$ cat config.mk
export PLATFORM = sky130hd
export DESIGN_NAME = ddp_dram_port
export DESIGN_NICKNAME = d
export VERILOG_FILES = /design/src/verilog/ddp_pkg.sv /design/src/verilog/ddp_dram_port.sv /design/src/verilog/ddp_strap_cap.sv
export VERILOG_INCLUDE_DIRS = /design/src /design/src/verilog
export SDC_FILE = /design/constraint.sdc
export NUM_CORES = 1
export LEC_CHECK = 0
export BUFFER_PORTS_ARGS = -buffer_cell sky130_fd_sc_hd__buf_2
export CELL_PAD_IN_SITES_DETAIL_PLACEMENT = 2
export CELL_PAD_IN_SITES_GLOBAL_PLACEMENT = 2
export CORE_UTILIZATION = 34
export CTS_CLUSTER_SIZE = 20
export DETAILED_ROUTE_END_ITERATION = 10
export PLACE_DENSITY = 0.94
export SYNTH_ARGS = -nofsm -noshare
export SYNTH_HDL_FRONTEND = slang
export SYNTH_SLANG_ARGS = --single-unit
$ cat constraint.sdc
create_clock -name mclk -period 5.4 [get_ports mclk]
set_input_delay 0.54 -clock mclk [delete_from_list [all_inputs] [get_ports mclk]]
set_output_delay 0.54 -clock mclk [all_outputs]
set_load 0.005 [all_outputs]
$ cat src/verilog/ddp_defs.svh
`ifndef DDP_DEFS_SVH
`define DDP_DEFS_SVH

// Pin and request widths
`define DDP_ADDR_W 9
`define DDP_DATA_W 16
`define DDP_ROW_W 18
`define DDP_MAPS 4

// Strap capture: cycles held after reset release before the sample
`define DDP_STRAP_SETTLE 8'h04

// Strobe phase lengths in mclk cycles
`define DDP_T_ROW 4'h2
`define DDP_T_CAS 4'h2
`define DDP_T_PRE 4'h2

`endif

$ cat src/verilog/ddp_pkg.sv
package ddp_pkg;
  typedef enum logic [5:0] {
    DDP_IDLE = 6'b000001,
    DDP_ROW = 6'b000010,
    DDP_COL = 6'b000100,
    DDP_CAS = 6'b001000,
    DDP_PRE = 6'b010000,
    DDP_STRAP = 6'b100000
  } ddp_state_e;
endpackage

$ cat src/verilog/ddp_dram_port.sv
`timescale 1ns/100ps
`include "ddp_defs.svh"

module ddp_dram_port
  import ddp_pkg::*;
(
  // Clock and reset
  input wire logic mclk,
  input wire logic rst_n,
  // Access request from the sequencer
  input wire logic req_valid,
  output logic req_ready,
  input wire logic req_write,
  input wire logic [`DDP_MAPS-1:0] req_map_sel,
  input wire logic [`DDP_ROW_W-1:0] req_addr,
  input wire logic [`DDP_DATA_W-1:0] req_wdata,
  // Read answer
  output logic rd_valid_r,
  output logic [`DDP_DATA_W-1:0] rd_data_r,
  // Configuration straps
  output logic [`DDP_DATA_W-1:0] strap_cfg,
  output logic strap_valid,
  // DRAM pins
  output logic [`DDP_ADDR_W-1:0] dram_mux_address,
  output logic row_strobe_maps_low_pair_n,
  output logic row_strobe_maps_high_pair_n,
  output logic col_strobe_maps_low_pair_n,
  output logic col_strobe_maps_high_pair_n,
  output logic write_strobe_map_zero_n,
  output logic write_strobe_map_one_n,
  output logic write_strobe_map_two_n,
  output logic write_strobe_map_three_n,
  output logic out_enable_maps_low_pair_n,
  output logic out_enable_maps_high_pair_n,
  input wire logic [`DDP_DATA_W-1:0] display_mem_data_in,
  output logic [`DDP_DATA_W-1:0] display_mem_data_out,
  output logic display_mem_data_oe_n
);
  ddp_state_e state_r, state_nxt;
  logic [3:0] cnt_r;
  logic wr_r;
  logic [`DDP_MAPS-1:0] map_r;
  logic [`DDP_ROW_W-1:0] addr_r;
  logic [`DDP_DATA_W-1:0] wdata_r;
  logic [`DDP_ADDR_W-1:0] ma_r;
  logic [1:0] ras_n_r, cas_n_r, oe_n_r;
  logic [`DDP_MAPS-1:0] we_n_r;
  logic drive_r;
  logic [`DDP_DATA_W-1:0] rd_s1_r, rd_s2_r, rd_s3_r;

  // Pair select: bit 0 covers maps 1-0, bit 1 covers maps 3-2
  function automatic logic [1:0] pair_of(input logic [`DDP_MAPS-1:0] m);
    pair_of = {m[3] | m[2], m[1] | m[0]};
  endfunction

  wire cnt_done = (cnt_r == 4'h0);
  wire take = (state_r == DDP_IDLE) && req_valid;
  wire [1:0] pair = pair_of(map_r);

  ddp_strap_cap u_strap (
    .mclk(mclk),
    .rst_n(rst_n),
    .pin_in(display_mem_data_in),
    .strap_r(strap_cfg),
    .strap_valid_r(strap_valid)
  );

  assign req_ready = (state_r == DDP_IDLE);

  always_comb begin
    state_nxt = state_r;
    case (state_r)
      DDP_STRAP: if (strap_valid) state_nxt = DDP_IDLE;
      DDP_IDLE: if (req_valid) state_nxt = DDP_ROW;
      DDP_ROW: if (cnt_done) state_nxt = DDP_COL;
      DDP_COL: state_nxt = DDP_CAS;
      DDP_CAS: if (cnt_done) state_nxt = DDP_PRE;
      DDP_PRE: if (cnt_done) state_nxt = DDP_IDLE;
      default: state_nxt = DDP_STRAP;
    endcase
  end

  always_ff @(posedge mclk) begin
    if (!rst_n) begin
      state_r <= DDP_STRAP;
    end else begin
      state_r <= state_nxt;
    end
  end

  always_ff @(posedge mclk) begin
    if (!rst_n) begin
      cnt_r <= 4'h0;
    end else if (take) begin
      cnt_r <= `DDP_T_ROW - 4'h1;
    end else if (state_r == DDP_COL) begin
      cnt_r <= `DDP_T_CAS - 4'h1;
    end else if (state_r == DDP_CAS && cnt_done) begin
      cnt_r <= `DDP_T_PRE - 4'h1;
    end else if (!cnt_done) begin
      cnt_r <= cnt_r - 4'h1;
    end
  end

  always_ff @(posedge mclk) begin
    if (!rst_n) begin
      wr_r <= 1'b0;
      map_r <= '0;
      addr_r <= '0;
      wdata_r <= '0;
    end else if (take) begin
      wr_r <= req_write;
      map_r <= req_map_sel;
      addr_r <= req_addr;
      wdata_r <= req_wdata;
    end
  end

  always_ff @(posedge mclk) begin
    if (!rst_n) begin
      ma_r <= '0;
    end else if (take) begin
      ma_r <= req_addr[`DDP_ROW_W-1:`DDP_ADDR_W];
    // Column goes out a cycle ahead of the column strobe
    end else if (state_r == DDP_ROW && cnt_done) begin
      ma_r <= addr_r[`DDP_ADDR_W-1:0];
    end
  end

  wire in_ras = (state_nxt == DDP_ROW) || (state_nxt == DDP_COL)
    || (state_nxt == DDP_CAS);
  wire in_cas = (state_nxt == DDP_CAS);
  wire [1:0] next_pair = take ? pair_of(req_map_sel) : pair;
  wire wr_next = take ? req_write : wr_r;
  // Write window: column setup plus the column strobe
  wire wr_window = wr_next && (state_nxt == DDP_COL || in_cas);
  wire [1:0] ras_n_nxt = in_ras ? ~next_pair : 2'h3;
  wire [1:0] cas_n_nxt = in_cas ? ~next_pair : 2'h3;
  wire [1:0] oe_n_nxt = (in_cas && !wr_next) ? ~next_pair : 2'h3;
  wire [`DDP_MAPS-1:0] we_n_nxt = wr_window ? ~map_r : 4'hf;

  always_ff @(posedge mclk) begin
    if (!rst_n) begin
      ras_n_r <= 2'h3;
    end else begin
      ras_n_r <= ras_n_nxt;
    end
  end

  always_ff @(posedge mclk) begin
    if (!rst_n) begin
      cas_n_r <= 2'h3;
    end else begin
      cas_n_r <= cas_n_nxt;
    end
  end

  always_ff @(posedge mclk) begin
    if (!rst_n) begin
      oe_n_r <= 2'h3;
    end else begin
      oe_n_r <= oe_n_nxt;
    end
  end

  always_ff @(posedge mclk) begin
    if (!rst_n) begin
      we_n_r <= 4'hf;
    end else begin
      we_n_r <= we_n_nxt;
    end
  end

  always_ff @(posedge mclk) begin
    if (!rst_n) begin
      drive_r <= 1'b0;
    end else begin
      drive_r <= wr_window;
    end
  end

  assign dram_mux_address = ma_r;
  assign row_strobe_maps_low_pair_n = ras_n_r[0];
  assign row_strobe_maps_high_pair_n = ras_n_r[1];
  assign col_strobe_maps_low_pair_n = cas_n_r[0];
  assign col_strobe_maps_high_pair_n = cas_n_r[1];
  assign out_enable_maps_low_pair_n = oe_n_r[0];
  assign out_enable_maps_high_pair_n = oe_n_r[1];
  assign write_strobe_map_zero_n = we_n_r[0];
  assign write_strobe_map_one_n = we_n_r[1];
  assign write_strobe_map_two_n = we_n_r[2];
  assign write_strobe_map_three_n = we_n_r[3];
  assign display_mem_data_out = wdata_r;
  assign display_mem_data_oe_n = ~drive_r;

  // Last precharge cycle of a read hands the word over
  wire rd_last = (state_r == DDP_PRE) && cnt_done && !wr_r;

  // read data sampled through three stages
  always_ff @(posedge mclk) begin
    rd_s1_r <= display_mem_data_in;
    rd_s2_r <= rd_s1_r;
    rd_s3_r <= rd_s2_r;
  end

  always_ff @(posedge mclk) begin
    if (!rst_n) begin
      rd_valid_r <= 1'b0;
      rd_data_r <= '0;
    end else begin
      rd_valid_r <= rd_last;
      if (rd_last) begin
        rd_data_r <= rd_s3_r;
      end
    end
  end
endmodule

$ cat src/verilog/ddp_strap_cap.sv
`timescale 1ns/100ps
`include "ddp_defs.svh"

// Samples the configuration straps on the data pins after reset.
module ddp_strap_cap
  import ddp_pkg::*;
(
  // Clock and reset
  input wire logic mclk,
  input wire logic rst_n,
  // Pin levels
  input wire logic [`DDP_DATA_W-1:0] pin_in,
  // Captured straps
  output logic [`DDP_DATA_W-1:0] strap_r,
  output logic strap_valid_r
);
  logic [7:0] settle_r;
  logic [`DDP_DATA_W-1:0] s1_r, s2_r, s3_r;
  wire settle_done = (settle_r == `DDP_STRAP_SETTLE);
  wire agree = (s2_r == s3_r);

  always_ff @(posedge mclk) begin
    s1_r <= pin_in;
    s2_r <= s1_r;
    s3_r <= s2_r;
  end

  always_ff @(posedge mclk) begin
    if (!rst_n) begin
      settle_r <= 8'h00;
    end else if (!settle_done) begin
      settle_r <= settle_r + 8'h01;
    end
  end

  always_ff @(posedge mclk) begin
    if (!rst_n) begin
      strap_r <= '0;
      strap_valid_r <= 1'b0;
    end else if (settle_done && agree && !strap_valid_r) begin
      strap_r <= s3_r;
      strap_valid_r <= 1'b1;
    end
  end
endmodule

==> results of run 1 <==
[sequential cells by signal (all words and copies together), names as in the netlist, 6 cells and up]
signal and count:
u_strap.settle_r 8, display_mem_data_out 16, rd_data_r 16, rd_s3_r 16, state_r 6, rd_s2_r 16
addr_r 9, u_strap.s1_r 16, dram_mux_address 9, u_strap.strap_r 16
[power breakdown]
| part | total [mW] | switching (mW) | internal [mW] |
|---|---|---|---|
| Clock | 1.20 | 0.584 | 0.617 |
| Sequential | 1.20 | 0.0502 | 1.15 |
| Combinational | 0.223 | 0.137 | 0.0862 |
[per-layer routing]
metal / track usage / wire length, um / up-vias
li1: - / - / 2064
met1: 0.273 / 7670 / 2292
met2: 0.477 / 10700 / 134
met3: 0.0546 / 580 / 48
met4: 0.145 / 745 / 0
met5: 0 / 0 / -
[Yosys cell counts (2+ instances only)]
cell type / count
dfxtp_1: 150
nand2_1: 87
a21oi_1: 51
nor2_1: 43
nand3_1: 35
clkbuf_1: 23
xor2_1: 23
o21ai_0: 21
mux2i_1: 17
nor3_1: 12
a311oi_1: 9
inv_1: 6
nand4_1: 5
and3_1: 4
buf_2: 4
nor3b_1: 4
a31oi_1: 3
buf_1: 3
ha_1: 3
nor4_1: 3
xnor2_1: 3
and3b_1: 2
nor2b_1: 2
nor4b_1: 2
[final cells by class]
cell class | instances | area (um2)
Clock inverter | 15 | 161
Inverter | 7 | 26.3
Tap cell | 184 | 230
Sequential cell | 150 | 3000
Clock buffer | 17 | 425
Timing Repair Buffer | 131 | 663
Fill cell | 1564 | 8140
Multi-Input combinational cell | 346 | 1940
[worst reg2reg max path, cell delays in order (launching register included)]
cell     delay (ns)
dfxtp_1        0.38
inv_1          0.12
ha_1           0.21
nor3b_2        0.47
nand4_1        0.28
nor2_2         0.93
mux2i_1        0.36
nor2_1         0.07
[through the flow]
| step | setup WS, ns | hold slack [ns] | area, um2 | cells | utilization |
|---|---|---|---|---|---|
| 3_5_place_dp | 2.58 | 0.323 | 5860 | 818 | 0.402 |
| 3_3_place_gp | 2.97 | 0.310 | 5860 | 818 | 0.402 |
| 6_report | 2.43 | 0.187 | 6450 | 850 | 0.442 |
| 4_1_cts | 2.42 | 0.173 | 6450 | 850 | 0.442 |
| 2_1_floorplan | 3.39 | 0.310 | 5110 | 535 | - |
| 5_1_grt | 2.26 | 0.180 | 6450 | 850 | 0.442 |
[cells by family (layout without fill, tap and decap cells)]
kind of cell,count (synthesis),count (layout),synth area share
and+or+nand+nor,210,210,0.195
DFF,150,150,0.588
AOI/OAI and AO/OA,89,89,0.0980
buffers and inverters,39,170,0.0319
xor gates and xnor gates,26,26,0.0446
muxes,18,18,0.0355
adders and majority gates,3,3,0.00735
[worst max path at each step]
stage          slack (ns)                         end  cells past startpoint
4_1_cts              2.42   rd_data_r[3]$_SDFFE_PN0P_                      7
3_3_place_gp         2.97  rd_data_r[11]$_SDFFE_PN0P_                      7
2_1_floorplan        3.39   rd_data_r[5]$_SDFFE_PN0P_                      8
6_report             2.43   rd_data_r[6]$_SDFFE_PN0P_                      7
3_5_place_dp         2.58   rd_data_r[8]$_SDFFE_PN0P_                      7
5_1_grt              2.26   rd_data_r[6]$_SDFFE_PN0P_                      7
==> metrics, run 1 <==
Worst R2R Path Depth=7; HPWL after detailed placement=12.1 mm; Setup Fix Bufs, Post-CTS=0; post-CTS sizing=0; Vias/cell=5.34; largest net degree at the start of global routing=54; H-tree lvl count=4; Data required, critical path=5.70 ns; initial DRC count=170; core area=14600 um2; Final min period=2.97 ns; CP peak stage delay=0.93 ns; Detail Route Antenna Nets=0; Hold Buf Count CTS=0; RSZ-0062 raised after global routing=no; PortBufs=128; Die X=125 um; top cells by area, synth=dfxtp_1, nand2_1, a21oi_1, xor2_1, nand3_1; Cell Area, Synth=5110 um2; final-report hold violation count=0; Final GP Congestion=0.759; Leak Pwr=2.64 nW; R2R Setup Slk=2.43 ns; grt total ovfl=0; CP Max Fanout=16; Via Count=4538; VDD IR-drop max=0.357 mV; clock root buffer=clkbuf_16; synthesized instance count=535; Tcrit/Tclk final=0.551; cell row count=44; DIE HEIGHT=125 um; Post-Route Setup TNS=0 ns; Hold Path Sink=u_strap.s1_r[11]$_DFF_P_; Die ar.=15500 um2; critical path type=flop to flop; Netlist cell types=44; asr flop ratio synth=0; CP arrival=3.28 ns; post-synthesis cell type with the largest combined area=dfxtp_1; crit end category=flop; max frequency=336 MHz; Hold/Removal Path Class=input pin to flop; clock buffer depth=2; first-pass GRT wire length=30.1 mm; Max Cap Viol=0; Reg-to-Reg Start=cnt_r[0]$_SDFFE_PN0P_; cell breakdown of the critical path=inv_1 > ha_1 > nor3b_2 > nand4_1 > nor2_2 > mux2i_1 > nor2_1; status=finished clean; clock slew at reported path FFs=0.08 ns; Starting Density=0.350; Diodes inserted=0; initial antenna violation count=0; Yosys reg bits=150; CP delay by family, top=simple AND/OR/NAND/NOR gates; Slew Limit Fails=0; Synth Area per Inst=9.54 um2; commonest non-fill, non-tap cell in the layout=dfxtp_1; reg2reg end=rd_data_r[6]$_SDFFE_PN0P_; Post-synth EDFFs=0; GR Util All Layers=0.260; Net Count, Synth=596; clock skew=0.0204 ns; Residual DRC=0; share of the synthesized area in the top cell type=0.588; worst slew pin tran=1.15 ns; CTS Sinks=150; most frequent cells in the layout=dfxtp_1, buf_2, nand2_1, a21oi_1, nor2_1; Seq/Total Area, Yosys=0.588; Crit-path slowest cell=nor2_2; clock insertion delay at the later pin of the skew report=0.45 ns; Yosys Warn Count=0; hold path depth=1; post-layout power=2.62 mW; CTS buffer count=17; Layout Area Growth over Synthesis=26.3%; vias in the first global route=5142; Layout Nets=714; crit path launch=cnt_r[0]$_SDFFE_PN0P_; final wirelength=19.7 mm; relative slew slack=0.234; wire per inst=23.1 um; Critical Path Start Type=flop; Ports=129; most frequently used flop master after synthesis=dfxtp_1; Worst Path Buf+Inv=1; # setup viols final=0; hold path startpoint=display_mem_data_in[11]; 1st-pass router iterations=4; CTS tree=built; share of layout cells above drive strength 1=0.261; PD cells=407 nW/um2
Note: power is estimated with default switching activity, not from simulation.
==> run 2: changes to the inputs <==
Settings changed: CORE_UTILIZATION 34 to 28, PLACE_DENSITY 0.94 to 0.84.
Clock period 5.4 ns to 2.6 ns, I/O delays scaled along.
==> metrics, run 2 (synthesis results as in run 1) <==
HPWL after detailed placement=11.9 mm; R2R Setup Slk=0.38 ns; core area=17900 um2; Crit-path slowest cell=nor4_1; PD cells=802 nW/um2; Worst R2R Path Depth=6; initial antenna violation count=0; worst setup margin=0.376 ns; CP Max Fanout=8; post-layout power=5.44 mW; relative slew slack=0.478; Die X=137 um; clock skew=0.0123 ns; initial DRC count=151; Layout Nets=741; share of layout cells above drive strength 1=0.268; final wirelength=18.1 mm; PortBufs=128; clock buffer depth=2; GR Util All Layers=0.199; VDD IR-drop max=0.418 mV; WP depth=6; Register Area=3000 um2; Detail Route Antenna Nets=0; RSZ-0062 raised after global routing=no; Final GP Congestion=0.845; cell breakdown of the critical path=xor2_1 > nor4_1 > nand3_1 > buf_4 > o21ai_0 > a21oi_1; Layout Area Growth over Synthesis=32.9%; clock root buffer=clkbuf_16; Via Count=4530; pre-CTS WS=0.326 ns; Slew Limit Fails=0; Critical Path Start Type=flop; CTS buffer count=17; area of the multi-input gates=1950 um2; Hold/Removal Path Class=input pin to flop; H-tree lvl count=4; clock slew at reported path FFs=0.07 ns; Residual DRC=0; Fin Hold WS=0.0665 ns; clock insertion delay at the later pin of the skew report=0.44 ns; Layout fillers=1996; CTS tree=built; CTS Sinks=150; crit end category=flop; largest net degree at the start of global routing=43; # setup viols final=0; status=finished clean; worst slew pin tran=0.781 ns; first-pass GRT wire length=27.6 mm; fin area=6790 um2; final-report hold violation count=0; DIE HEIGHT=137 um; critical path type=flop to flop; Ports=129; Setup Fix Bufs, Post-CTS=0; Max Cap Viol=0; Worst Path Buf+Inv=1; Leak Pwr=2.78 nW; Final min period=2.22 ns; CP delay by family, top=simple AND/OR/NAND/NOR gates; hold path depth=3; commonest non-fill, non-tap cell in the layout=dfxtp_1; Vias/cell=4.91; grt total ovfl=0; Data required, critical path=2.90 ns; cell row count=49; most frequent cells in the layout=dfxtp_1, buf_2, nand2_1, a21oi_1, nor2_1; Post-Route Setup TNS=0 ns; Starting Density=0.285; 1st-pass router iterations=4; CP peak stage delay=0.62 ns; vias in the first global route=5115; Tcrit/Tclk final=0.855; CP arrival=2.52 ns; Placed Area=6010 um2; Diodes inserted=0; max frequency=450 MHz; Die ar.=18800 um2; wire per inst=19.6 um
==> run 2: area by class of cell <==
type / count / share of cell area
inverters: 7 / 0.00387
multi-input cells: 346 / 0.287
clock inverters: 15 / 0.0267
well taps: 229 / 0.0422
flip-flops and latches: 150 / 0.442
repair buffers: 158 / 0.135
clock buffers: 17 / 0.0627
==> run 2: worst register-to-register path, cell delays in order (launching register included) <==
cell	delay, ns
dfxtp_1	0.35
xor2_1	0.19
nor4_1	0.62
nand3_1	0.22
buf_4	0.22
o21ai_0	0.34
a21oi_1	0.15
==> run 2: through the flow <==
stage,std cells,util
3_3_place_gp,874,0.336
2_1_floorplan,535,-
5_1_grt,922,0.379
4_1_cts,922,0.379
6_report,922,0.379
3_5_place_dp,874,0.336
==> run 2: power by group <==
| part | internal [mW] | switching [mW] |
|---|---|---|
| clock network | 1.31 | 1.18 |
| logic | 0.217 | 0.262 |
| registers | 2.39 | 0.0923 |
==> run 2: final timing paths <==
path | start | to
worst min register to register | u_strap.s1_r[11]$_DFF_P_ | rd_s2_r[11]$_DFF_P_
worst max register to register | rd_s3_r[11]$_DFF_P_ | u_strap.strap_r[13]$_SDFFE_PN0P_
worst min-delay path | req_addr[5] | addr_r[5]$_SDFFE_PN0P_
worst max-delay path | rd_s3_r[11]$_DFF_P_ | u_strap.strap_r[13]$_SDFFE_PN0P_
==> run 2: what timing repair did <==
item                                    in CTS  in global routing
hold buffers                                16                  0
endpoints found under the setup margin       0                  3
gates resized for setup                      0                  1
hold endpoints to repair                    16                  0
==> run 2: metal layers <==
metal  share of wire  GRT usage  up-vias  routed length [um]
met5               0          0        -                   0
met4           0.033      0.104        0                 590
met3           0.057     0.0600       44                1030
met2            0.54      0.370      130                9730
met1            0.37      0.199     2243                6720
li1                -          -     2113                   -
==> run 3: changes to the inputs <==
==> constraint.sdc (replaced) <==
create_clock -name mclk -period 2.6 [get_ports mclk]
set_input_delay 0 -clock mclk [delete_from_list [all_inputs] [get_ports mclk]]
set_output_delay 0 -clock mclk [all_outputs]
set_load 0.005 [all_outputs]
==> metrics, run 3 (synthesis results as in run 1) <==
vias in the first global route=5397; CTS Sinks=150; Crit-path slowest cell=nor4b_1; GR Util All Layers=0.233; Setup Fix Bufs, Post-CTS=0; HPWL after detailed placement=11.7 mm; R2R Setup Slk=0.19 ns; CP Max Fanout=17; cell row count=49; clock buffer depth=2; critical path type=flop to flop; CP delay by family, top=simple AND/OR/NAND/NOR gates; Layout Area Growth over Synthesis=41.1%; clock root buffer=clkbuf_16; CTS tree=built; grt total ovfl=0; worst slew pin tran=0.631 ns; Via Count=4816; Fin Hold WS=0.209 ns; relative slew slack=0.574; Leak Pwr=2.96 nW; CTS buffer count=17; Vias/cell=4.99; CP peak stage delay=0.53 ns; Detail Route Antenna Nets=0; Tcrit/Tclk final=0.926; status=finished clean; VDD IR-drop max=0.489 mV; post-CTS sizing=0; Ports=129; initial DRC count=206; Die ar.=18800 um2; Residual DRC=0; first-pass GRT wire length=31.7 mm; Post-Route Setup TNS=0 ns; Critical Path Start Type=flop; clock skew=0.0137 ns; CP arrival=2.75 ns; Max Cap Viol=0; Hold/Removal Path Class=input pin to flop; cell breakdown of the critical path=inv_1 > ha_1 > nor4b_1 > nand2_1 > and3b_1 > buf_4 > nand3_1 > a21oi_1; Data required, critical path=2.94 ns; wire per inst=22.1 um; initial antenna violation count=0; clock slew at reported path FFs=0.07 ns; Die X=137 um; max frequency=415 MHz; Diodes inserted=0; DIE HEIGHT=137 um; Final GP Congestion=0.830; RSZ-0062 raised after global routing=no; largest net degree at the start of global routing=33; Starting Density=0.285; PortBufs=128; core area=17900 um2; Layout Nets=784; Worst Path Buf+Inv=2; 1st-pass router iterations=4; crit end category=flop; Final min period=2.41 ns; share of layout cells above drive strength 1=0.254; H-tree lvl count=4; PD cells=787 nW/um2; most frequent cells in the layout=dfxtp_1, buf_2, nand2_1, dlygate4sd3_1, a21oi_1; clock insertion delay at the later pin of the skew report=0.43 ns; final wirelength=21.3 mm; commonest non-fill, non-tap cell in the layout=dfxtp_1; final-report hold violation count=0; Slew Limit Fails=0; # setup viols final=0
run 3: cell types whose count changed in the layout (fill, tap and decap cells not counted), moves of 3 or more:
| cell | before | now |
|---|---|---|
| dlygate4sd3_1 | 16 | 57 |
| inv_8 | 8 | 1 |
| clkinv_8 | 4 | 0 |
| bufinv_16 | 0 | 3 |
| buf_4 | 13 | 16 |
| inv_6 | 0 | 6 |
run 3: power by group:
group          internal (mW)  total [mW]  switching, mW
clock                   1.54        2.65           1.11
combinational          0.256       0.533          0.276
sequential              2.39        2.49         0.0984
run 3: worst register-to-register path: stages, from the launching register on:
cell and delay [ns]:
dfxtp_1 0.37, inv_1 0.09, ha_1 0.14, nor4b_1 0.53, nand2_1 0.27, and3b_1 0.29
buf_4 0.25, nand3_1 0.16, a21oi_1 0.23
run 3: worst paths after layout:
kind,cells after the start,startpoint,endpoint
max,8,u_strap.settle_r[0]$_SDFFE_PN0P_,u_strap.strap_r[11]$_SDFFE_PN0P_
min,2,display_mem_data_in[7],u_strap.s1_r[7]$_DFF_P_
max reg2reg,8,u_strap.settle_r[0]$_SDFFE_PN0P_,u_strap.strap_r[11]$_SDFFE_PN0P_
min reg2reg,0,u_strap.s1_r[11]$_DFF_P_,rd_s2_r[11]$_DFF_P_
run 3: area by class of cell:
cell class	instances	area [um2]
Clock buffer	17	425
Clock inverter	15	190
Fill cell	1897	10700
Inverter	7	26.3
Multi-Input combinational cell	346	1940
Sequential cell	150	3000
Tap cell	229	287
Timing Repair Buffer	201	1330
run 3: per-stage QoR:
step	setup slack [ns]	instances	cell area, um2	util	power, mW
final	0.192	965	7200	0.402	5.67
after detailed placement	0.327	876	6020	0.336	2.99
after global routing	0.0773	965	7200	0.402	5.85
after CTS	0.282	965	7200	0.402	5.65
after global placement	0.535	876	6020	0.336	2.92
after floorplan	0.591	535	5110	-	2.78
run 3: repair_timing:
item,in CTS,in global routing
hold endpoints to repair,63,0
hold buffers,57,0
endpoints found under the setup margin,0,0
run 3: metal layers:
| metal | GRT usage | vias up | part of all wire |
|---|---|---|---|
| li1 | - | 2206 | - |
| met1 | 0.239 | 2386 | 0.37 |
| met2 | 0.436 | 171 | 0.54 |
| met3 | 0.0593 | 53 | 0.051 |
| met4 | 0.112 | 0 | 0.036 |
| met5 | 0 | - | 0 |
